**src/verilog/pecd_pkg.sv**
```systemverilog
package pecd_pkg;
  // Register byte offsets.
  localparam logic [11:0] CARD_CLOCK_DIV_OFS = 12'h02C;
  localparam logic [11:0] SERIAL_CLOCK_DIV_A_OFS = 12'h030;
  localparam logic [11:0] SERIAL_CLOCK_DIV_B_OFS = 12'h034;
  localparam logic [11:0] CARD_AND_SERIAL_CLOCK_DIV_OFS = 12'h038;
  localparam logic [11:0] CONVERTER_CLOCK_DIV_OFS = 12'h03C;
  localparam logic [11:0] TIMER_WATCHDOG_CLOCK_SEL_OFS = 12'h040;

  // Reset values.
  localparam logic [31:0] CARD_CLOCK_DIV_RST = 32'h0000_0000;
  localparam logic [31:0] SERIAL_CLOCK_DIV_A_RST = 32'h0000_0000;
  localparam logic [31:0] SERIAL_CLOCK_DIV_B_RST = 32'h0000_0000;
  localparam logic [31:0] CARD_AND_SERIAL_CLOCK_DIV_RST = 32'h0000_0000;
  localparam logic [31:0] CONVERTER_CLOCK_DIV_RST = 32'h0000_0000;
  localparam logic [31:0] TIMER_WATCHDOG_CLOCK_SEL_RST = 32'h0000_0500;

  // Writable bits; reserved bits read as zero.
  localparam logic [31:0] CARD_CLOCK_DIV_MASK = 32'h0000_FF18;
  localparam logic [31:0] SERIAL_CLOCK_DIV_MASK = 32'hF8F8_F8F8;
  localparam logic [31:0] CARD_AND_SERIAL_CLOCK_DIV_MASK = 32'h7F00_F8F8;
  localparam logic [31:0] CONVERTER_CLOCK_DIV_MASK = 32'hFF18_0000;
  localparam logic [31:0] TIMER_WATCHDOG_CLOCK_SEL_MASK = 32'h0FFF_0FFF;

  // Serial port fields: four ports per register (two in the card and serial register), one byte lane each.
  localparam int SERIAL_PER_REG = 4;
  localparam int SERIAL_LANE_W = 8;
  localparam int SERIAL_DIV_LSB = 5;
  localparam int SERIAL_SEL_LSB = 3;
  localparam int SMARTCARD1_DIV_LSB = 28;
  localparam int SMARTCARD0_DIV_LSB = 24;
  localparam int CONVERTER_DIV_LSB = 24;
  localparam int CONVERTER_SEL_LSB = 19;
  localparam int CARD0_DIV_LSB = 8;
  localparam int CARD0_SEL_LSB = 3;

  // Source selection encodings.
  localparam logic [1:0] SEL_MAIN = 2'h0;
  localparam logic [1:0] SEL_LOW_OR_RSVD = 2'h1;
  localparam logic [1:0] SEL_FIRST_PLL = 2'h2;
  localparam logic [1:0] SEL_SECOND_PLL = 2'h3;

  // Source clock indices.
  localparam int NUM_SRC = 5;
  localparam logic [2:0] SRC_TWELVE = 3'h4;

  // Engine clock channel indices.
  localparam int NUM_SERIAL = 10;
  localparam int CH_SMARTCARD0 = 10;
  localparam int CH_SMARTCARD1 = 11;
  localparam int CH_CONVERTER = 12;
  localparam int CH_CARD0 = 13;
  localparam int NUM_CH = 14;
endpackage : pecd_pkg

```
**src/verilog/pecd_clock_div.sv**
```systemverilog
`timescale 1ns/10ps
module pecd_clock_div
  import pecd_pkg::*;
(
  input wire logic pclk,
  input wire logic presetn,
  input wire logic psel,
  input wire logic penable,
  input wire logic pwrite,
  input wire logic [11:0] paddr,
  input wire logic [31:0] pwdata,
  input wire logic [3:0] pstrb,
  output logic [31:0] prdata,
  output logic pready,
  output logic pslverr,
  input wire logic main_crystal_clock,
  input wire logic low_speed_crystal_clock,
  input wire logic first_pll_derived_clock,
  input wire logic second_pll_derived_clock,
  input wire logic twelve_mhz_crystal,
  output logic [NUM_SERIAL-1:0] serial_engine_clock,
  output logic [1:0] smartcard_engine_clock,
  output logic converter_engine_clock,
  output logic card0_engine_clock,
  output logic [31:0] timer_watchdog_clock_sel
);

  logic [31:0] card_div_q;
  logic [31:0] serial_a_q;
  logic [31:0] serial_b_q;
  logic [31:0] card_serial_q;
  logic [31:0] converter_q;
  logic [31:0] timer_sel_q;
  logic [31:0] prdata_q;
  logic pready_q;
  logic pslverr_q;

  logic hit;
  logic [31:0] rd_val;
  logic [31:0] lane_mask;
  logic setup_phase;
  logic write_now;

  assign setup_phase = psel & ~penable;
  assign write_now = psel & penable & pwrite & pready_q & hit;
  assign lane_mask = {{8{pstrb[3]}}, {8{pstrb[2]}}, {8{pstrb[1]}},
                      {8{pstrb[0]}}};

  always_comb begin
    hit = 1'b1;
    rd_val = 32'h0000_0000;
    unique case (paddr)
      CARD_CLOCK_DIV_OFS: rd_val = card_div_q;
      SERIAL_CLOCK_DIV_A_OFS: rd_val = serial_a_q;
      SERIAL_CLOCK_DIV_B_OFS: rd_val = serial_b_q;
      CARD_AND_SERIAL_CLOCK_DIV_OFS: rd_val = card_serial_q;
      CONVERTER_CLOCK_DIV_OFS: rd_val = converter_q;
      TIMER_WATCHDOG_CLOCK_SEL_OFS: rd_val = timer_sel_q;
      default: hit = 1'b0;
    endcase
  end

  // Read data and error are prepared in the setup cycle, so the access
  // phase always completes with no wait state.
  always_ff @(posedge pclk or negedge presetn) begin
    if (!presetn) begin
      prdata_q <= 32'h0000_0000;
    end else if (setup_phase) begin
      prdata_q <= pwrite ? 32'h0000_0000 : rd_val;
    end
  end

  always_ff @(posedge pclk or negedge presetn) begin
    if (!presetn) begin
      pslverr_q <= 1'b0;
    end else if (setup_phase) begin
      pslverr_q <= ~hit;
    end
  end

  // Ready is held low while reset keeps the registers at their defaults.
  always_ff @(posedge pclk or negedge presetn) begin
    if (!presetn) begin
      pready_q <= 1'b0;
    end else begin
      pready_q <= 1'b1;
    end
  end

  // Each register has its own block; reserved bits are masked on the way
  // in, so they can never be read back as anything but zero.
  always_ff @(posedge pclk or negedge presetn) begin
    if (!presetn) begin
      card_div_q <= CARD_CLOCK_DIV_RST;
    end else if (write_now && paddr == CARD_CLOCK_DIV_OFS) begin
      card_div_q <= ((card_div_q & ~lane_mask) | (pwdata & lane_mask))
                    & CARD_CLOCK_DIV_MASK;
    end
  end

  always_ff @(posedge pclk or negedge presetn) begin
    if (!presetn) begin
      serial_a_q <= SERIAL_CLOCK_DIV_A_RST;
    end else if (write_now && paddr == SERIAL_CLOCK_DIV_A_OFS) begin
      serial_a_q <= ((serial_a_q & ~lane_mask) | (pwdata & lane_mask))
                    & SERIAL_CLOCK_DIV_MASK;
    end
  end

  always_ff @(posedge pclk or negedge presetn) begin
    if (!presetn) begin
      serial_b_q <= SERIAL_CLOCK_DIV_B_RST;
    end else if (write_now && paddr == SERIAL_CLOCK_DIV_B_OFS) begin
      serial_b_q <= ((serial_b_q & ~lane_mask) | (pwdata & lane_mask))
                    & SERIAL_CLOCK_DIV_MASK;
    end
  end

  always_ff @(posedge pclk or negedge presetn) begin
    if (!presetn) begin
      card_serial_q <= CARD_AND_SERIAL_CLOCK_DIV_RST;
    end else if (write_now && paddr == CARD_AND_SERIAL_CLOCK_DIV_OFS) begin
      card_serial_q <= ((card_serial_q & ~lane_mask) | (pwdata & lane_mask))
                       & CARD_AND_SERIAL_CLOCK_DIV_MASK;
    end
  end

  always_ff @(posedge pclk or negedge presetn) begin
    if (!presetn) begin
      converter_q <= CONVERTER_CLOCK_DIV_RST;
    end else if (write_now && paddr == CONVERTER_CLOCK_DIV_OFS) begin
      converter_q <= ((converter_q & ~lane_mask) | (pwdata & lane_mask))
                     & CONVERTER_CLOCK_DIV_MASK;
    end
  end

  // The timer and watchdog selects are storage only; the timers decode
  // them on their own side of the port.
  always_ff @(posedge pclk or negedge presetn) begin
    if (!presetn) begin
      timer_sel_q <= TIMER_WATCHDOG_CLOCK_SEL_RST;
    end else if (write_now && paddr == TIMER_WATCHDOG_CLOCK_SEL_OFS) begin
      timer_sel_q <= ((timer_sel_q & ~lane_mask) | (pwdata & lane_mask))
                     & TIMER_WATCHDOG_CLOCK_SEL_MASK;
    end
  end

  // Source clocks are sampled on pclk, so each must stay below half the
  // pclk rate; faster sources alias rather than divide.
  logic [NUM_SRC-1:0] src_raw;
  logic [NUM_SRC-1:0] src_meta_q;
  logic [NUM_SRC-1:0] src_sync_q;
  logic [NUM_SRC-1:0] src_prev_q;
  logic [NUM_SRC-1:0] src_rise;

  assign src_raw = {twelve_mhz_crystal, second_pll_derived_clock,
                    first_pll_derived_clock, low_speed_crystal_clock,
                    main_crystal_clock};
  assign src_rise = src_sync_q & ~src_prev_q;

  always_ff @(posedge pclk or negedge presetn) begin
    if (!presetn) begin
      src_meta_q <= '0;
      src_sync_q <= '0;
    end else begin
      src_meta_q <= src_raw;
      src_sync_q <= src_meta_q;
    end
  end

  // Only the second stage feeds the edge detector, so a metastable first
  // stage is never seen by the dividers.
  always_ff @(posedge pclk or negedge presetn) begin
    if (!presetn) begin
      src_prev_q <= '0;
    end else begin
      src_prev_q <= src_sync_q;
    end
  end

  // Per channel field extraction and source decode.
  logic [7:0] ch_div [NUM_CH];
  logic [2:0] ch_src [NUM_CH];
  logic [NUM_CH-1:0] ch_valid;

  always_comb begin
    logic [31:0] fld;
    logic [1:0] sel;
    fld = 32'h0000_0000;
    sel = SEL_MAIN;
    for (int i = 0; i < NUM_SERIAL; i++) begin
      if (i < SERIAL_PER_REG) begin
        fld = serial_a_q;
      end else if (i < 2 * SERIAL_PER_REG) begin
        fld = serial_b_q;
      end else begin
        fld = card_serial_q;
      end
      fld = fld >> ((i % SERIAL_PER_REG) * SERIAL_LANE_W);
      ch_div[i] = {5'h00, fld[SERIAL_DIV_LSB +: 3]};
      sel = fld[SERIAL_SEL_LSB +: 2];
      // All four codes are legal for serial ports.
      ch_src[i] = {1'b0, sel};
      ch_valid[i] = 1'b1;
    end
    ch_div[CH_SMARTCARD1] = {5'h00, card_serial_q[SMARTCARD1_DIV_LSB +: 3]};
    ch_src[CH_SMARTCARD1] = SRC_TWELVE;
    ch_valid[CH_SMARTCARD1] = 1'b1;
    ch_div[CH_SMARTCARD0] = {4'h0, card_serial_q[SMARTCARD0_DIV_LSB +: 4]};
    ch_src[CH_SMARTCARD0] = SRC_TWELVE;
    ch_valid[CH_SMARTCARD0] = 1'b1;
    ch_div[CH_CONVERTER] = converter_q[CONVERTER_DIV_LSB +: 8];
    sel = converter_q[CONVERTER_SEL_LSB +: 2];
    ch_src[CH_CONVERTER] = {1'b0, sel};
    ch_valid[CH_CONVERTER] = (sel != SEL_LOW_OR_RSVD);
    ch_div[CH_CARD0] = card_div_q[CARD0_DIV_LSB +: 8];
    sel = card_div_q[CARD0_SEL_LSB +: 2];
    ch_src[CH_CARD0] = {1'b0, sel};
    ch_valid[CH_CARD0] = (sel != SEL_LOW_OR_RSVD);
  end

  // Each channel counts rising edges of its source. A divider of zero
  // passes the synchronised source through; otherwise the output is high
  // for the first half of the count, rounded up.
  logic [NUM_CH-1:0] eng_clk;

  for (genvar g = 0; g < NUM_CH; g++) begin : g_chan
    pecd_eng_div #(
      .DIV_W(8)
    ) u_div (
      .pclk(pclk),
      .presetn(presetn),
      .enable(ch_valid[g]),
      .src_level(src_sync_q[ch_src[g]]),
      .src_rise(src_rise[ch_src[g]]),
      .divider(ch_div[g]),
      .eng_clk(eng_clk[g])
    );
  end

  assign serial_engine_clock = eng_clk[NUM_SERIAL-1:0];
  assign smartcard_engine_clock = {eng_clk[CH_SMARTCARD1],
                                   eng_clk[CH_SMARTCARD0]};
  assign converter_engine_clock = eng_clk[CH_CONVERTER];
  assign card0_engine_clock = eng_clk[CH_CARD0];
  assign timer_watchdog_clock_sel = timer_sel_q;
  assign prdata = prdata_q;
  assign pready = pready_q;
  assign pslverr = pslverr_q;

endmodule : pecd_clock_div

// One engine clock divider. Its output is registered, so a divider change
// in mid-count cannot put a glitch on the engine clock.
module pecd_eng_div
  import pecd_pkg::*;
#(
  parameter int DIV_W = 8
) (
  input wire logic pclk,
  input wire logic presetn,
  input wire logic enable,
  input wire logic src_level,
  input wire logic src_rise,
  input wire logic [DIV_W-1:0] divider,
  output logic eng_clk
);

  logic [DIV_W-1:0] cnt_q;
  logic eng_q;

  // A smaller divider written mid-count takes effect at once: the count
  // wraps on the next source rise once it has reached or passed the new value.
  always_ff @(posedge pclk or negedge presetn) begin
    if (!presetn) begin
      cnt_q <= '0;
    end else if (!enable) begin
      cnt_q <= '0;
    end else if (src_rise) begin
      cnt_q <= (cnt_q >= divider) ? '0 : cnt_q + DIV_W'(1);
    end
  end

  always_ff @(posedge pclk or negedge presetn) begin
    if (!presetn) begin
      eng_q <= 1'b0;
    end else if (!enable) begin
      eng_q <= 1'b0;
    end else if (divider == '0) begin
      eng_q <= src_level;
    end else begin
      eng_q <= (cnt_q <= (divider >> 1));
    end
  end

  assign eng_clk = eng_q;

endmodule : pecd_eng_div

```
**config.mk**
```make
export PLATFORM = sky130hd
export DESIGN_NAME = pecd_clock_div
export DESIGN_NICKNAME = d
export VERILOG_FILES = /design/src/verilog/pecd_pkg.sv /design/src/verilog/pecd_clock_div.sv
export SDC_FILE = /design/constraint.sdc
export NUM_CORES = 1
export LEC_CHECK = 0
export BUFFER_PORTS_ARGS = -buffer_cell sky130_fd_sc_hd__buf_2
export CAP_MARGIN = 25
export CORE_UTILIZATION = 47
export DETAILED_ROUTE_END_ITERATION = 12
export PLACE_DENSITY = 0.72
export SETUP_SLACK_MARGIN = 0.1
export SYNTH_ARGS = -nofsm -noshare
export SYNTH_HDL_FRONTEND = slang
export SYNTH_HIERARCHICAL = 1
export SYNTH_SLANG_ARGS = --single-unit
```
**constraint.sdc**
```tcl
create_clock -name pclk -period 2.4 [get_ports pclk]
set_input_delay 0.48 -clock pclk [delete_from_list [all_inputs] [get_ports pclk]]
set_output_delay 0.48 -clock pclk [all_outputs]
set_load 0.03 [all_outputs]
```
==> impl_table.tex <==
\begin{tabular}{lr}
\hline
Metric & Value \\
\hline
\multicolumn{2}{l}{\textbf{Critical path}} \\
\quad Maximum net fanout on the critical path & 12 \\
\quad Critical path buffer and inverter count & 0 \\
\quad Required time of the critical path & 2850 ps \\
\quad Crit path arrival time & 2720 ps \\
\quad Critical-path cell with the highest stage delay & sky130\_fd\_sc\_hd\_\_nor2b\_1 \\
\quad CP Launch Type & flip-flop \\
\quad Worst setup path category & flip-flop to flip-flop \\
\quad Start of the worst register-to-register path & src\_prev\_q[0]\$\_DFF\_PN0\_ \\
\quad Cell family with the largest share of critical-path delay & simple AND/OR/NAND/NOR gates \\
\quad Cell mode on critical path & sky130\_fd\_sc\_hd\_\_nor2b\_1 \\
\quad Max incr delay on CP & around 860 ps \\
\quad CP endpoint kind & flip-flop \\
\quad Worst-path cell chain & nor2b\_1, mux4\_2, nor2b\_1, nand2\_1, o311ai\_2 \\
\quad Launch point of the worst path & src\_prev\_q[0]\$\_DFF\_PN0\_ \\
\multicolumn{2}{l}{\textbf{Clocking}} \\
\quad Number of buffers inserted during clock tree synthesis & 31 \\
\quad Clock-pin slew reported for the worst setup and hold paths after clock tree synthesis & 60 ps \\
\quad Clock tree buffer depth & 3 \\
\quad Root buffer cell & sky130\_fd\_sc\_hd\_\_clkbuf\_16 \\
\quad Clock latency reported for the late side of the worst-skew pair & approximately 600 ps \\
\quad Clock sink count & $\sim$280 \\
\quad CTS tree & yes \\
\quad Depth of the CTS H-tree & 1 \\
\multicolumn{2}{l}{\textbf{GRT}} \\
\quad Remaining Overflow, GRT & 0 \\
\quad Global-route wire length before repair & 83100 um \\
\quad Gr usage total & 0.248 \\
\quad Pin count of the biggest net entering global routing & 66 \\
\quad Number of global-route vias before repair & around 16000 \\
\quad Number of antenna violations at the first check in global routing & 2 \\
\multicolumn{2}{l}{\textbf{Final layout}} \\
\quad Layout cells sized above 1 & 0.238 \\
\quad Post-layout net count & 2531 \\
\quad Number of inserted filler cells in the final layout & 3401 \\
\quad Util after Layout & 0.574 \\
\quad Syn-to-layout area delta & 19.8\% \\
\quad Sequential cell area & 6910 um\^{}2 \\
\quad Total non-filler cell area in the finished layout & 22900 um\^{}2 \\
\quad Area used by multi-input combinational logic & about 12000 um\^{}2 \\
\multicolumn{2}{l}{\textbf{Yosys}} \\
\quad Avg Inst Size Synth & slightly above 10 um\^{}2 \\
\quad Synthesized instance count & 1842 \\
\quad Seq/Total Area, Yosys & 0.361 \\
\quad Post-Synthesis Cell Area & 19100 um\^{}2 \\
\quad Count of flip-flops with a built-in enable after synthesis & 0 \\
\quad Main synth FF type & sky130\_fd\_sc\_hd\_\_dfrtp\_1 \\
\quad Post-synth top area cell & sky130\_fd\_sc\_hd\_\_dfrtp\_1 \\
\quad Register bit count reported by yosys & 276 \\
\quad Post-synth cell types & 59 \\
\quad Most instantiated cells after synthesis & 274 x sky130\_fd\_sc\_hd\_\_dfrtp\_1, 224 x sky130\_fd\_sc\_hd\_\_ha\_1, 218 x sky130\_fd\_sc\_hd\_\_nand2\_1 \\
\quad Share of flip-flops with an asynchronous set or reset after synthesis & 1.00 \\
\quad Library cell with the highest instance count after synthesis & sky130\_fd\_sc\_hd\_\_dfrtp\_1 \\
\quad Warnings, synthesis & 6 \\
\quad Portion of synthesized cell area occupied by the leading cell type & 0.358 \\
\quad Leading cell types by total area after synthesis & sky130\_fd\_sc\_hd\_\_dfrtp\_1 36\%, sky130\_fd\_sc\_hd\_\_ha\_1 15\%, sky130\_fd\_sc\_hd\_\_mux2\_2 6.0\%, sky130\_fd\_sc\_hd\_\_o311ai\_2 6.0\%, sky130\_fd\_sc\_hd\_\_nand2\_1 4.3\% \\
\multicolumn{2}{l}{\textbf{Place}} \\
\quad Final weighted congestion of routability-driven global placement & approximately 0.89 \\
\quad Port Buffer Count & roughly 130 \\
\quad Placed cell areas & 21700 um\^{}2 \\
\quad Placed wire-length estimate & 39100 um \\
\quad Worst slack, placed & -225 ps \\
\multicolumn{2}{l}{\textbf{Routing}} \\
\quad Post-detailed-routing wire length & 50400 um \\
\quad Via count of the routed design & 15900 \\
\quad First-pass iteration count of the detailed router & 6 \\
\quad Vias per cell & 5.66 \\
\quad Average routed wire per standard cell & 18.0 um \\
\quad Count of routing violations after the opening detailed-route iteration & just under 900 \\
\quad DRC & 0 \\
\quad ANT nets after route & 0 \\
\multicolumn{2}{l}{\textbf{Floorplanning}} \\
\quad Area of the placeable core & roughly 40000 um\^{}2 \\
\quad Chip width & 204 um \\
\quad Io pins & 138 \\
\quad Effective utilization at floorplan & 0.479 \\
\quad Die height & 204 um \\
\quad Row count & between 70 and 80 \\
\quad Die footprint & 41500 um\^{}2 \\
\multicolumn{2}{l}{\textbf{Run}} \\
\quad MaxCap Viol Count & 0 \\
\multicolumn{2}{l}{\textbf{Timing}} \\
\quad Final clock skew & about 25 ps \\
\quad Final cycle utilization of the critical path & 0.948 \\
\quad Fin. Hold Viols & 0 \\
\quad Finish-stage setup viols & 0 \\
\quad Tightest Pin Transition & 1120 ps \\
\quad Setup repair after global routing missed its margin & true \\
\quad Total Neg Setup Slack & 0 ps \\
\quad Time the worst path needs with I/O delays and setup & 2280 ps \\
\quad Relative max-transition margin & 0.249 \\
\quad Fin. max-slew vios & 0 \\
\quad Maximum frequency from static timing analysis & 440 MHz \\
\quad PnR worst setup slack & 125 ps \\
\multicolumn{2}{l}{\textbf{Min path}} \\
\quad Beginning of the worst hold path & pwdata[16] \\
\quad Min-delay worst type & primary input to flip-flop \\
\multicolumn{2}{l}{\textbf{Pwr}} \\
\quad Leakage component of the power & approximately 11 nW \\
\quad Worst vdd rail ir drop & around 0.60 mV \\
\quad Total power consumption of the routed design & between 10 and 15 mW \\
\quad Fraction of power consumed by the clock network & 0.452 \\
\quad Sw Pwr & 2.98 mW \\
\quad Gate power share & 0.115 \\
\quad Cell internal pwr & 8.28 mW \\
\quad Switching Fraction & 0.265 \\
\quad Power density relative to cell area & 492 nW/um\^{}2 \\
\quad Power share of the sequential group & 0.432 \\
\multicolumn{2}{l}{\textbf{Status}} \\
\quad Status & finished, final reports clean \\
\hline
\end{tabular}
[power groups by stage]
| stage | logic [mW] | registers [mW] | clock network, mW |
|---|---|---|---|
| final | 1.30 | 4.87 | 5.09 |
| after detailed placement | 1.27 | 4.95 | 0 |
| after global placement | 1.22 | 4.95 | 0 |
| after CTS | 1.28 | 4.87 | 5.18 |
| after floorplan | 0.778 | 4.96 | 0 |
| after global routing | 1.46 | 4.88 | 5.38 |
[placed cells by master, fill, tap and decap left out, types with 16 or more instances in the layout]
| master | count |
|---|---|
| sky130_fd_sc_hd__clkbuf_16 | 31 |
| sky130_fd_sc_hd__nand2b_1 | 19 |
| sky130_fd_sc_hd__ha_1 | 224 |
| sky130_fd_sc_hd__buf_2 | 128 |
| sky130_fd_sc_hd__o21ai_0 | 102 |
| sky130_fd_sc_hd__nor2b_1 | 34 |
| sky130_fd_sc_hd__buf_4 | 91 |
| sky130_fd_sc_hd__nand3_1 | 142 |
| sky130_fd_sc_hd__mux2_2 | 94 |
| sky130_fd_sc_hd__nor2_1 | 48 |
| sky130_fd_sc_hd__nand2_1 | 218 |
| sky130_fd_sc_hd__mux4_2 | 24 |
| sky130_fd_sc_hd__and3_1 | 17 |
| sky130_fd_sc_hd__a211oi_1 | 28 |
| sky130_fd_sc_hd__conb_1 | 187 |
| sky130_fd_sc_hd__inv_1 | 140 |
| sky130_fd_sc_hd__o22ai_1 | 19 |
| sky130_fd_sc_hd__o311ai_2 | 70 |
| sky130_fd_sc_hd__dfrtp_1 | 272 |
| sky130_fd_sc_hd__nor4_1 | 39 |
| sky130_fd_sc_hd__mux2_4 | 16 |
| sky130_fd_sc_hd__or3_1 | 16 |
| sky130_fd_sc_hd__a21oi_1 | 16 |
| sky130_fd_sc_hd__nand4_1 | 18 |
[per-layer routing]
metal	vias to the layer above	routed length, um	GRT usage
met5	-	0	0
met4	0	1630	0.0859
met3	97	3540	0.0356
met2	529	23100	0.400
met1	7684	22100	0.340
li1	7550	-	-
[through the flow]
stage	hold slack, ps	std cells
5_1_grt	100	2800
4_1_cts	94.6	2798
3_3_place_gp	333	2734
6_report	110	2800
2_1_floorplan	184	2027
3_5_place_dp	341	2734
[final cells by class]
cell class,instances,share of cell area
Multi-Input combinational cell,1571,0.535
Sequential cell,276,0.302
Timing Repair Buffer,229,0.0637
Tap cell,525,0.0287
Inverter,140,0.0229
Clock buffer,43,0.0389
Antenna cell,1,0.000109
Clock inverter,15,0.00923
[final timing paths]
kind	endpoint	slack, ps	cells past startpoint
setup / recovery	g_chan[4].u_div/cnt_q[7]$_DFFE_PN0P_	120	5
hold / removal	flip-flop	110	2
setup reg to reg	g_chan[4].u_div/cnt_q[7]$_DFFE_PN0P_	120	5
hold reg to reg	src_sync_q[4]$_DFF_PN0_	350	0
max in group asynchronous	g_chan[7].u_div/cnt_q[3]$_DFFE_PN0P_	1250	3
min in group asynchronous	g_chan[9].u_div/cnt_q[6]$_DFFE_PN0P_	380	2
[cells by family (layout without fill, tap and decap cells)]
group,count (synthesis),count (layout),share of synthesized area
other cells,2,188,0.000393
buf+inv,180,427,0.0374
xor+xnor,14,14,0.00641
compound gates,362,362,0.170
fa+ha+maj,224,224,0.147
mux,140,140,0.0977
simple gates,644,644,0.180
flops,276,276,0.361
[repair_timing]
action / 4_1_cts / 5_1_grt
endpoints found under the setup margin: 0 / 44
gates resized for setup: 0 / 5
hold buffers: 6 / 0
buffers inserted: 0 / 1
endpoints found under the hold margin: 52 / 0
Note: power is estimated with default switching activity, not from simulation.
